### src/verilog/scmac_pkg.sv
// constants, types and layouts shared by the command-mode interpreter
package scmac_pkg;
    // clock and time figures
    localparam int CLK_PERIOD_NS = 4;
    localparam int WINDOW_MS = 10;
    localparam int WINDOW_CYC = WINDOW_MS * 1000000 / CLK_PERIOD_NS;
    localparam int RESP_US = 100;
    localparam int RESP_CYC = RESP_US * 1000 / CLK_PERIOD_NS;
    localparam int WRITE_MS = 12;
    localparam int WRITE_CYC = WRITE_MS * 1000000 / CLK_PERIOD_NS;
    localparam int CNT_W = 22;
    // cycles from reset release until the stored address is loaded
    localparam logic [1:0] BOOT_CYC = 2'h2;

    // configuration memory layout
    localparam int MEM_WORDS = 32;
    localparam int MEM_AW = 5;
    localparam int WORD_W = 16;
    localparam logic [4:0] CFG_ADDR_IDX = 5'h1c;
    localparam logic [6:0] FACTORY_ADDR = 7'h28;
    localparam logic [15:0] CFG_WORD_RESET = 16'h0028;
    localparam logic [15:0] WORD_RESET = 16'h0000;

    // command bytes and groups
    localparam logic [7:0] CMD_ENTER = 8'ha0;
    localparam logic [7:0] CMD_RESUME = 8'h80;
    localparam logic [7:0] CMD_REV = 8'hb0;
    localparam logic [2:0] READ_GRP = 3'h0;
    localparam logic [2:0] WRITE_GRP = 3'h2;

    // response byte codes
    localparam logic [1:0] ST_NORMAL = 2'h0;
    localparam logic [1:0] ST_STALE = 2'h1;
    localparam logic [1:0] ST_CMD = 2'h2;
    localparam logic [1:0] RESP_BUSY = 2'h0;
    localparam logic [1:0] RESP_ACK = 2'h1;
    localparam logic [1:0] RESP_NACK = 2'h2;

    // serial framing
    localparam logic [3:0] BIT_END = 4'h8;
    localparam logic [2:0] MSG_DATA_BYTES = 3'h3;
    localparam logic [1:0] FETCH_LAST = 2'h3;

    typedef enum logic [2:0] {
        I2C_IDLE = 3'b000,
        I2C_ADDR = 3'b001,
        I2C_AACK = 3'b010,
        I2C_RX = 3'b011,
        I2C_RACK = 3'b100,
        I2C_TX = 3'b101,
        I2C_TACK = 3'b110
    } scmac_i2c_st_t;

    typedef enum logic [1:0] {
        OP_NONE = 2'b00,
        OP_READ = 2'b01,
        OP_WRITE = 2'b10,
        OP_REV = 2'b11
    } scmac_op_t;

    typedef struct packed {
        logic [1:0] status;
        logic [3:0] diag;
        logic [1:0] resp;
    } scmac_status_t;
endpackage

### src/verilog/scmac_cfg_mem.sv
// configuration word store with registered read data
`timescale 1ns/1ps
`default_nettype none
module scmac_cfg_mem #(
    parameter int DEPTH = scmac_pkg::MEM_WORDS,
    parameter int AW = scmac_pkg::MEM_AW,
    parameter int DW = scmac_pkg::WORD_W
) (
    // clock and reset
    input wire logic mclk,
    input wire logic rst_n,
    // write side
    input wire logic we,
    input wire logic [AW-1:0] wAddr,
    input wire logic [DW-1:0] wData,
    // read side
    input wire logic [AW-1:0] rAddr,
    output logic [DW-1:0] rData
);
    import scmac_pkg::*;

    // words live through reset like the eeprom they stand for; factory
    // content is only their start value, the address word holds 0x28
    logic [DW-1:0] mem [DEPTH] = '{CFG_ADDR_IDX: DW'(CFG_WORD_RESET),
        default: DW'(WORD_RESET)};

    // only a write changes a word, so a new address survives power-on
    genvar i;
    generate
        for (i = 0; i < DEPTH; i++) begin : gWord
            always_ff @(posedge mclk) begin
                if (we && wAddr == AW'(i)) begin
                    mem[i] <= wData;
                end
            end
        end
    endgenerate

    // read data lags the address by one cycle
    always_ff @(posedge mclk) begin
        if (!rst_n) begin
            rData <= '0;
        end else begin
            rData <= mem[rAddr];
        end
    end
endmodule // scmac_cfg_mem
`default_nettype wire

### src/verilog/scmac_cmd_interp.sv
// i2c slave with command-mode interpreter and address change
`timescale 1ns/1ps
`default_nettype none
module scmac_cmd_interp #(
    parameter int WINDOW_CYCLES = scmac_pkg::WINDOW_CYC,
    parameter int RESP_CYCLES = scmac_pkg::RESP_CYC,
    parameter int WRITE_CYCLES = scmac_pkg::WRITE_CYC,
    // revision value is arbitrary
    parameter logic [15:0] REVISION = 16'h0001
) (
    // clock and reset
    input wire logic mclk,
    input wire logic rst_n,
    // i2c pins
    input wire logic scl,
    input wire logic sdaIn,
    output logic sdaOut,
    output logic sdaOeN,
    // fault sources, same clock
    input wire logic [3:0] faultFlags,
    // mode and address state
    output logic cmdModeActive,
    output logic [6:0] busAddr
);
    import scmac_pkg::*;

    logic sclMeta, sclSync, sclPrev, sdaMeta, sdaSync, sdaPrev;
    logic sclRise, sclFall, startCond, stopCond;
    scmac_i2c_st_t i2cState, next_i2cState;
    logic [3:0] bitCnt, next_bitCnt;
    logic [7:0] shiftReg, next_shiftReg, txShift, next_txShift;
    logic rwBit, next_rwBit, next_sdaOeN;
    logic [2:0] rxCnt, next_rxCnt;
    logic [7:0] cmdByte, next_cmdByte, dataHi, next_dataHi;
    logic [7:0] dataLo, next_dataLo, txByte;
    logic [1:0] fetchIdx, next_fetchIdx;
    logic execPulse, next_execPulse, statusFetched, next_statusFetched;
    scmac_status_t statusByte;
    logic next_cmdMode, stale, next_stale, memWe, next_memWe;
    logic [CNT_W-1:0] windowCnt, next_windowCnt, busyCnt, next_busyCnt;
    scmac_op_t pendOp, next_pendOp;
    logic [4:0] pendIdx, next_pendIdx;
    logic [15:0] pendData, next_pendData, respData, next_respData;
    logic [15:0] memRData;
    logic [1:0] respCode, next_respCode;
    logic [6:0] next_busAddr, shadowAddr, next_shadowAddr;
    logic [3:0] faultReg;
    logic [1:0] bootCnt, next_bootCnt;

    // pins pass two flops; edges compare second and third stage only
    always_ff @(posedge mclk) begin
        if (!rst_n) begin
            sclMeta <= 1'b1;
            sclSync <= 1'b1;
            sclPrev <= 1'b1;
            sdaMeta <= 1'b1;
            sdaSync <= 1'b1;
            sdaPrev <= 1'b1;
            sdaOut <= 1'b0;
        end else begin
            sclMeta <= scl;
            sclSync <= sclMeta;
            sclPrev <= sclSync;
            sdaMeta <= sdaIn;
            sdaSync <= sdaMeta;
            sdaPrev <= sdaSync;
            sdaOut <= 1'b0; // open drain: only ever pulls low
        end
    end

    assign sclRise = sclSync & ~sclPrev;
    assign sclFall = ~sclSync & sclPrev;
    assign startCond = sclSync & sclPrev & sdaPrev & ~sdaSync;
    assign stopCond = sclSync & sclPrev & ~sdaPrev & sdaSync;

    // first response byte and fetch byte order
    always_comb begin
        statusByte.status = cmdModeActive ? ST_CMD
                          : (stale ? ST_STALE : ST_NORMAL);
        statusByte.diag = faultReg;
        statusByte.resp = respCode;
        case (fetchIdx)
            2'h0: txByte = statusByte;
            2'h1: txByte = respData[15:8];
            2'h2: txByte = respData[7:0];
            default: txByte = 8'h00;
        endcase
    end

    // serial engine: sample on scl rise, change sda on scl fall
    always_comb begin
        next_i2cState = i2cState;
        next_bitCnt = bitCnt;
        next_shiftReg = shiftReg;
        next_txShift = txShift;
        next_rwBit = rwBit;
        next_sdaOeN = sdaOeN;
        next_rxCnt = rxCnt;
        next_cmdByte = cmdByte;
        next_dataHi = dataHi;
        next_dataLo = dataLo;
        next_fetchIdx = fetchIdx;
        next_execPulse = 1'b0;
        next_statusFetched = 1'b0;
        if (startCond) begin
            next_i2cState = I2C_ADDR;
            next_bitCnt = 4'h0;
            next_sdaOeN = 1'b1;
        end else if (stopCond) begin
            // only a complete four-byte write runs a command
            // the stop's own scl rise has already counted one bit
            if (i2cState == I2C_RX && bitCnt <= 4'h1
                    && rxCnt == MSG_DATA_BYTES) begin
                next_execPulse = 1'b1;
            end
            next_i2cState = I2C_IDLE;
            next_sdaOeN = 1'b1;
        end else begin
            case (i2cState)
                I2C_ADDR: begin
                    if (sclRise) begin
                        next_shiftReg = {shiftReg[6:0], sdaSync};
                        next_bitCnt = bitCnt + 4'h1;
                    end else if (sclFall && bitCnt == BIT_END) begin
                        // answers on the active address only
                        if (shiftReg[7:1] == busAddr) begin
                            next_i2cState = I2C_AACK;
                            next_sdaOeN = 1'b0;
                            next_rwBit = shiftReg[0];
                        end else begin
                            next_i2cState = I2C_IDLE;
                        end
                    end
                end
                I2C_AACK: begin
                    if (sclFall) begin
                        next_bitCnt = 4'h0;
                        next_fetchIdx = 2'h0;
                        next_rxCnt = 3'h0;
                        if (rwBit) begin
                            next_i2cState = I2C_TX;
                            next_txShift = statusByte;
                            next_sdaOeN = statusByte[7];
                        end else begin
                            next_i2cState = I2C_RX;
                            next_sdaOeN = 1'b1;
                        end
                    end
                end
                I2C_RX: begin
                    if (sclRise) begin
                        next_shiftReg = {shiftReg[6:0], sdaSync};
                        next_bitCnt = bitCnt + 4'h1;
                    end else if (sclFall && bitCnt == BIT_END) begin
                        next_i2cState = I2C_RACK;
                        next_sdaOeN = 1'b0;
                        case (rxCnt)
                            3'h0: next_cmdByte = shiftReg;
                            3'h1: next_dataHi = shiftReg;
                            3'h2: next_dataLo = shiftReg;
                            default: next_dataLo = dataLo;
                        endcase
                        // saturate so long messages never alias to four
                        if (rxCnt != 3'h7) begin
                            next_rxCnt = rxCnt + 3'h1;
                        end
                    end
                end
                I2C_RACK: begin
                    if (sclFall) begin
                        next_i2cState = I2C_RX;
                        next_sdaOeN = 1'b1;
                        next_bitCnt = 4'h0;
                    end
                end
                I2C_TX: begin
                    if (sclRise) begin
                        next_bitCnt = bitCnt + 4'h1;
                    end else if (sclFall) begin
                        if (bitCnt == BIT_END) begin
                            next_i2cState = I2C_TACK;
                            next_sdaOeN = 1'b1;
                        end else begin
                            next_txShift = {txShift[6:0], 1'b0};
                            next_sdaOeN = txShift[6];
                        end
                    end
                end
                I2C_TACK: begin
                    if (sclRise) begin
                        if (fetchIdx == 2'h0) begin
                            next_statusFetched = 1'b1;
                        end
                        if (sdaSync) begin
                            next_i2cState = I2C_IDLE;
                        end else if (fetchIdx != FETCH_LAST) begin
                            next_fetchIdx = fetchIdx + 2'h1;
                        end
                    end else if (sclFall) begin
                        next_i2cState = I2C_TX;
                        next_bitCnt = 4'h0;
                        next_txShift = txByte;
                        next_sdaOeN = txByte[7];
                    end
                end
                default: next_i2cState = I2C_IDLE;
            endcase
        end
    end

    always_ff @(posedge mclk) begin
        if (!rst_n) begin
            i2cState <= I2C_IDLE;
            bitCnt <= 4'h0;
            shiftReg <= 8'h00;
            txShift <= 8'h00;
            rwBit <= 1'b0;
            sdaOeN <= 1'b1;
            rxCnt <= 3'h0;
            cmdByte <= 8'h00;
            dataHi <= 8'h00;
            dataLo <= 8'h00;
            fetchIdx <= 2'h0;
            execPulse <= 1'b0;
            statusFetched <= 1'b0;
        end else begin
            i2cState <= next_i2cState;
            bitCnt <= next_bitCnt;
            shiftReg <= next_shiftReg;
            txShift <= next_txShift;
            rwBit <= next_rwBit;
            sdaOeN <= next_sdaOeN;
            rxCnt <= next_rxCnt;
            cmdByte <= next_cmdByte;
            dataHi <= next_dataHi;
            dataLo <= next_dataLo;
            fetchIdx <= next_fetchIdx;
            execPulse <= next_execPulse;
            statusFetched <= next_statusFetched;
        end
    end

    // command interpreter; a message arriving while busy is dropped
    always_comb begin
        next_cmdMode = cmdModeActive;
        next_windowCnt = windowCnt;
        next_busyCnt = busyCnt;
        next_pendOp = pendOp;
        next_pendIdx = pendIdx;
        next_pendData = pendData;
        next_respCode = respCode;
        next_respData = respData;
        next_stale = stale;
        next_busAddr = busAddr;
        next_shadowAddr = shadowAddr;
        next_memWe = 1'b0;
        next_bootCnt = bootCnt;
        // stored address returns from the word store after power-on
        if (bootCnt != 2'h0) begin
            next_bootCnt = bootCnt - 2'h1;
            if (bootCnt == 2'h1) begin
                next_busAddr = memRData[6:0];
                next_shadowAddr = memRData[6:0];
            end
        end
        if (windowCnt != '0) begin
            next_windowCnt = windowCnt - CNT_W'(1);
        end
        if (statusFetched) begin
            next_stale = 1'b1;
        end
        if (busyCnt != '0) begin
            next_busyCnt = busyCnt - CNT_W'(1);
            if (busyCnt == CNT_W'(1)) begin
                // completion beats a fetch in the same cycle
                next_stale = 1'b0;
                next_respCode = RESP_ACK;
                next_pendOp = OP_NONE;
                case (pendOp)
                    OP_READ: next_respData = memRData;
                    OP_WRITE: begin
                        next_memWe = 1'b1;
                        next_respData = 16'h0000;
                        if (pendIdx == CFG_ADDR_IDX) begin
                            next_shadowAddr = pendData[6:0];
                        end
                    end
                    OP_REV: next_respData = REVISION;
                    default: next_respCode = RESP_NACK;
                endcase
            end
        end else if (execPulse) begin
            if (!cmdModeActive) begin
                // late entry leaves the module in normal operation
                if (cmdByte == CMD_ENTER && windowCnt != '0) begin
                    next_cmdMode = 1'b1;
                    next_respCode = RESP_ACK;
                    next_respData = 16'h0000;
                    next_stale = 1'b0;
                end
            end else begin
                next_stale = 1'b0;
                next_respData = 16'h0000;
                next_pendIdx = cmdByte[4:0];
                if (cmdByte[7:5] == READ_GRP) begin
                    next_pendOp = OP_READ;
                    next_busyCnt = CNT_W'(RESP_CYCLES);
                    next_respCode = RESP_BUSY;
                end else if (cmdByte[7:5] == WRITE_GRP) begin
                    next_pendOp = OP_WRITE;
                    next_pendData = {dataHi, dataLo};
                    next_busyCnt = CNT_W'(WRITE_CYCLES);
                    next_respCode = RESP_BUSY;
                end else if (cmdByte == CMD_REV) begin
                    next_pendOp = OP_REV;
                    next_busyCnt = CNT_W'(RESP_CYCLES);
                    next_respCode = RESP_BUSY;
                end else if (cmdByte == CMD_RESUME) begin
                    next_cmdMode = 1'b0;
                    next_busAddr = shadowAddr;
                    next_respCode = RESP_ACK;
                end else if (cmdByte == CMD_ENTER) begin
                    next_respCode = RESP_ACK;
                end else begin
                    next_respCode = RESP_NACK;
                end
            end
        end
    end

    always_ff @(posedge mclk) begin
        if (!rst_n) begin
            cmdModeActive <= 1'b0;
            windowCnt <= CNT_W'(WINDOW_CYCLES);
            busyCnt <= '0;
            pendOp <= OP_NONE;
            pendIdx <= CFG_ADDR_IDX; // boot reads the address word
            bootCnt <= BOOT_CYC;
            pendData <= 16'h0000;
            respCode <= RESP_BUSY;
            respData <= 16'h0000;
            stale <= 1'b0;
            busAddr <= FACTORY_ADDR;
            shadowAddr <= FACTORY_ADDR;
            memWe <= 1'b0;
            faultReg <= 4'h0;
        end else begin
            cmdModeActive <= next_cmdMode;
            windowCnt <= next_windowCnt;
            busyCnt <= next_busyCnt;
            pendOp <= next_pendOp;
            pendIdx <= next_pendIdx;
            pendData <= next_pendData;
            respCode <= next_respCode;
            respData <= next_respData;
            stale <= next_stale;
            busAddr <= next_busAddr;
            shadowAddr <= next_shadowAddr;
            memWe <= next_memWe;
            faultReg <= faultFlags;
            bootCnt <= next_bootCnt;
        end
    end

    // read address follows the pending index, so data settle while busy
    scmac_cfg_mem u_cfgMem (
        .mclk(mclk),
        .rst_n(rst_n),
        .we(memWe),
        .wAddr(pendIdx),
        .wData(pendData),
        .rAddr(pendIdx),
        .rData(memRData)
    );
endmodule // scmac_cmd_interp
`default_nettype wire

### config.mk
export PLATFORM = sky130hd
export DESIGN_NAME = scmac_cmd_interp
export DESIGN_NICKNAME = d
export VERILOG_FILES = /design/src/verilog/scmac_pkg.sv /design/src/verilog/scmac_cfg_mem.sv /design/src/verilog/scmac_cmd_interp.sv
export SDC_FILE = /design/constraint.sdc
export NUM_CORES = 1
export LEC_CHECK = 0
export ABC_AREA = 1
export BUFFER_PORTS_ARGS = -buffer_cell sky130_fd_sc_hd__buf_2
export CELL_PAD_IN_SITES_DETAIL_PLACEMENT = 2
export CELL_PAD_IN_SITES_GLOBAL_PLACEMENT = 2
export CORE_ASPECT_RATIO = 1.4
export CORE_MARGIN = 10
export CORE_UTILIZATION = 30
export DETAILED_ROUTE_END_ITERATION = 7
export MAX_ROUTING_LAYER = met4
export PLACE_DENSITY = 0.72
export SLEW_MARGIN = 40
export SYNTH_ARGS = -nofsm -noshare
export SYNTH_HDL_FRONTEND = slang
export SYNTH_SLANG_ARGS = --single-unit
### constraint.sdc
create_clock -name mclk -period 2.2 [get_ports mclk]
set_clock_uncertainty 0.1 [all_clocks]
set_input_delay 0.44 -clock mclk [delete_from_list [all_inputs] [get_ports mclk]]
set_output_delay 0.44 -clock mclk [all_outputs]
set_load 0.02 [all_outputs]
After elaboration in Yosys (flattened, before gate mapping):

Memories as Yosys holds them, arrays and structs flattened. A register that Yosys moved wholly into a read port is not among the register bits.
Index checks and enable logic that the tools add are counted.

* memories: 1
* bits in latches: 0
* bits of input ports: 8
* register bits: 169
* bits in read-only memories: 0
* memory bits (writable): 512

* shift operators: 0
* bitwise gates (word level): 18
* eq/ne operators: 89
* reductions and logical operators: 112
* add/sub/neg operators: 6
* mux-type cells: 273
* div/mod/pow operators: 0
* multiply operators: 0
* $lt $le $gt $ge: 1

Memories
* u_cfgMem.mem: words 32, bits a word 16, read ports 1, clocked after memory_dff 1, write ports 1, RTL line scmac_cfg_mem.sv:24 `logic [DW-1:0] mem [DEPTH] = '{CFG_ADDR_IDX: DW'(CFG_WORD_RESET),`

Operators by type and width (count)
* $mux W16: 36
* $reduce_or A16 Y1: 31
* $mux W5: 31
* $mux W7: 22
* $mux W22: 6
* $mux W1: 126
* $eq A5 B5 Y1 const B: 16
* $mux W3: 17
* $mux W2: 24
* $pmux W16 S3: 1
* $reduce_bool A22 Y1: 2
* $sub A22 B1 Y22 const B: 2
* $eq A5 B4 Y1 const B: 8
* $logic_and A1 B1 Y1: 36
* $ne A2 B2 Y1 const B: 17
* $ne A4 B4 Y1 const B: 8
* $eq A8 B8 Y1 const B: 3
* $pmux W8 S3: 1
* $reduce_and A6 Y1: 4
* $eq A22 B1 Y1 const B: 1
* $reduce_and A11 Y1: 2
* $pmux W7 S3: 1
* $eq A5 B3 Y1 const B: 4
* $pmux W3 S6: 1
* other kinds (44): 99

Longest topological paths before layout:

* word-level depth: 36
* mapped depth: 13
* gate-level depth less buffers: 12

Hierarchy:

Synthesis repeated with hierarchy kept, for this count alone.

* cells, all modules: 3012
* area, all modules: 29791.1 µm²

By module, submodules not included
* scmac_cfg_mem: cells an instance 1826, area an instance 21461.8 µm², instances 1
* scmac_cmd_interp: cells an instance 1186, area an instance 8329.2 µm², instances 1

Least setup slack after synthesis:

Ideal clock, no wire load.

* kind: register -> register
* start: register pendIdx[4]
* end: memory u_cfgMem.mem[0][0] (netlist bit) (enable)
* arrival: 1.916 ns
* clock period less this slack: 2.404 ns
* buffers on the path: 3
* stages on the path, launching flop included: 7
* setup slack: -0.204 ns
* cell sequence: dfxtp_1 -> clkbuf_1 -> inv_1 -> clkbuf_1 -> nand2_1 -> clkbuf_1 -> nor2_1

* cells in the longest elaborated chain, start to end: 36
* elaborated cells on any way between the ends: 221

RTL lines
* from (decl): RTL line scmac_cmd_interp.sv:42 `logic [4:0] pendIdx, next_pendIdx;`
* from (signal assigned): RTL line scmac_cmd_interp.sv:352 `pendIdx <= next_pendIdx;`
* $eq A5 B1 Y1: RTL line scmac_cfg_mem.sv:32 `if (we && wAddr == AW'(i)) begin`
* $logic_and A1 B1 Y1: RTL line scmac_cfg_mem.sv:32
* $mux W1: RTL line scmac_cfg_mem.sv:32
* $mux W1 (implied by the code): RTL line scmac_cfg_mem.sv:33 `mem[i] <= wData;`
* $reduce_or A16 Y1 (no source line)
* $mux W5 (no source line) or $mux W1 (tied branches) (31 in series)
* to (decl): RTL line scmac_cfg_mem.sv:24

Several ways; a longest one is shown, not always the timed one.

==> key figures <==
Status
  – Status: finished, final reports clean

Floorplan
  – Num ports: 18
  – Core Rows: 132
  – Core ar.: 92,490 um^2
  – Chip Height: 381.2 um
  – Die span in x: approximately 280 um
  – Die ar.: 106,000 um^2
  – Initial core utilization: 30.23%

Synthesis
  – Ys Warns: 0
  – Most frequent cells after synthesis: edfxtp_1 (512), nand2_1 (512), a22oi_1 (256)
  – Largest cells by area after synthesis: edfxtp_1 (55%), dfxtp_1 (13%), a22oi_1 (6.9%)
  – EDFF count, synth: 512
  – Synthesized cell area: 27,960 um^2
  – Cell taking the most area after synthesis: edfxtp_1
  – Async set-reset flop share out of synthesis: 0%
  – Syn_nets: between 2,000 and 2,500
  – Post-synthesis register bit count: 697
  – Netlist cell types: 47
  – Top cell type's share of synthesized area: 54.99%
  – Post-Syn Instances: 2,465
  – Syn Area/Cell: 11.34 um^2
  – Sequential fraction of the synthesis area: 68.23%
  – Main synth FF type: edfxtp_1

Worst hold path
  – Worst hold path startpoint: rst_n
  – Min-delay worst type: in -> reg
  – Hold endpoint: faultReg[0]
  – Worst Hold Depth: 4

Route
  – First-pass iteration count of the detailed router: 5
  – DRC violations left: 0
  – Wire per inst: 25.30 um
  – Final wirelength: 98,300 um
  – Vias/cell: 5.206
  – Vias: 20,230
  – Drt initial violations: 1,374
  – Antenna Nets Post-Route: 0

CTS
  – Clk buf depth: 3
  – CTS tree: done
  – Worst-path clk slew: 0.06 ns
  – CTS Root Cell: clkbuf_16
  – Clk sinks: 697
  – Worst skew pair latency: about 0.64 ns
  – Num CTS Buffers: 73
  – CTS H-tree lvls: 3

Power
  – PD cells: a little under 900 nW/um^2
  – VDD IR max: about 0.00050 V
  – P_leak: between 10 and 15 nW
  – Total Power: 29.77 mW

Worst setup path
  – Capture point of the worst reg-to-reg path: u_cfgMem.rData[10]
  – R2R Setup Slk: around 0.085 ns
  – Worst-path cell chain: inv_1 > nor2_4 > buf_4 > a22oi_1 > nand2_1 > nand2_1 > nand3_1 > o21ai_0 > buf_4 > nor2_1
  – Critical Path Stages: 10
  – Slowest CP cell: dfxtp_2
  – Reg-to-reg startpoint: pendIdx[1]
  – Critical path fanouts, max: 18
  – Kind of start point of the critical path: register
  – WP data arrival: 2.57 ns
  – Worst Setup End Kind: register
  – Max incr delay on CP: 0.40 ns
  – CP required: ~2.7 ns
  – CP top delay family: simple AND/OR/NAND/NOR gates
  – Reg2Reg Depth: 10
  – Path type of the worst setup path: reg -> reg
  – Buffers & Inverters on Critical Path: 3

STA
  – Tightest Pin Transition: 0.7389 ns
  – Final slew viol count: 0
  – Post-route minimum period: 2.115 ns
  – Final Setup Violations: 0
  – Min Hold Slack: roughly 0.19 ns
  – RSZ-0062 raised after global routing: true
  – Setup_tns: 0 ns
  – Period utilization: roughly 96%
  – Slew margin rel.: between 50% and 60%
  – Endpoints failing hold: 0
  – Fmax achieved: 472.9 MHz

Global routing
  – Initial antenna violation count: 1
  – Total Routing Usage GR: a little under a fifth
  – Vias in the first global route: 22,740
  – Global-route wire length before repair: 146,600 um
  – GR Overflow Total: 0
  – Pin count of the biggest net entering global routing: 64

Placed design
  – Buffers added on ports: 16
  – Final GP Congestion: 0.8408
  – Post-DP Area: 30,840 um^2
  – DP HPWL: 64,000 um

Finish
  – Final instance area: 33,640 um^2
  – # diodes: 0
  – Synth-to-layout area growth: 20.30%
  – Final core occ: approximately 36%
  – Share of cells above drive strength 1: approximately 15%
  – Multi-input logic area: 8026 um^2
  – Register area: 19,080 um^2
  – Fillcell total: approximately 9,700
  – Nets: 2,652

Flow run
  – Max-cap check violation count: 0
==> layout make-up <==
cell class	count	area share (%)
well taps	1206	4.486
multi-input cells	1497	23.86
inverters	159	1.804
repair buffers	193	6.223
flip-flops and latches	697	56.73
clock buffers	93	5.743
clock inverters	41	1.146
==> state kept, by name, summed over array words and instances (netlist names), 5 cells and up <==
signal,cells
respData,16
u_cfgMem.rData,16
dataLo,8
dataHi,8
busAddr,7
u_cfgMem.mem,512
cmdByte,8
windowCnt,22
busyCnt,22
shadowAddr,7
shiftReg,8
pendIdx,5
pendData,16
txShift,7
==> report_power, final <==
group          switching [mW]  internal, mW  leakage, nW  total [mW]
Clock                    5.34          6.96         1.12        12.3
Combinational            2.00          1.05         4.77        3.05
Sequential              0.240          14.2         5.45        14.4
Total                    7.59          22.2         11.3        29.8
==> how the worst max path moves through the flow <==
stage	start	endpoint	slack [ns]
global route	busyCnt[17]	respData[11]	-0.02
CTS	busyCnt[1]	shadowAddr[1]	0.02
floorplan	pendIdx[4]	u_cfgMem.mem[0][0]	-0.20
global placement	pendIdx[0]	u_cfgMem.rData[2]	-0.08
detailed placement	pendIdx[1]	u_cfgMem.rData[2]	-0.16
finish	pendIdx[1]	u_cfgMem.rData[10]	0.09
==> tightest hold or removal path: stages <==
cell and delay [ns]:
buf_4 0.12, buf_12 0.18, nand2_1 0.09, inv_1 0.03
==> what timing repair did <==
| action | in CTS | in global routing |
|---|---|---|
| endpoints found under the hold margin | 6 | 0 |
| gates resized for setup | 22 | 42 |
| setup endpoints to repair | 57 | 109 |
| pin swaps | 0 | 8 |
| hold buffers | 6 | 0 |
| cloned | 1 | 5 |
| setup buffers | 0 | 11 |
==> kinds of logic after synthesis <==
kind of cell             after synthesis  share of synthesized area [%]
other                                  1                        0.01341
XOR/XNOR                              24                         0.7518
AND/OR/NAND/NOR                      923                          14.03
adder cells (fa/ha/maj)               23                          1.029
buffers and inverters                274                          4.059
AO/OA/AOI/OAI                        523                          11.89
flip-flops                           697                          68.23
==> layer usage <==
metal  GRT usage [%]  wire length (um)  vias up
met3           2.252              3409      180
met2           33.58             52760      481
met1           19.76             37680    10480
met5               -                 0        -
li1                -                 -     9090
met4           8.081              4447        0
==> through the flow <==
step / std cells / setup slack, ns
after floorplan: 2465 / -0.2042
after global placement: 3729 / -0.08128
after detailed placement: 3729 / -0.1558
after CTS: 3870 / 0.01989
after global routing: 3886 / -0.02222
final: 3886 / 0.08541
==> layout by cell type (no fill, tap or decap), types with 9 or more instances in the layout <==
cell type / n
inv_1: 151
clkinv_1: 14
buf_2: 15
clkbuf_16: 75
clkbuf_1: 17
dfxtp_1: 183
nand3_2: 9
nand4_1: 31
nand2_1: 507
xnor2_1: 16
clkinv_2: 10
nor2_4: 14
o21ai_0: 117
buf_12: 46
buf_4: 119
a21oi_1: 104
ha_1: 22
nor2_2: 24
nor2_1: 185
nand3_1: 73
edfxtp_1: 512
nand2_2: 12
nor3_1: 33
a22oi_1: 256
o21ai_1: 10
No activity file was read; power rests on OpenSTA's default activity.
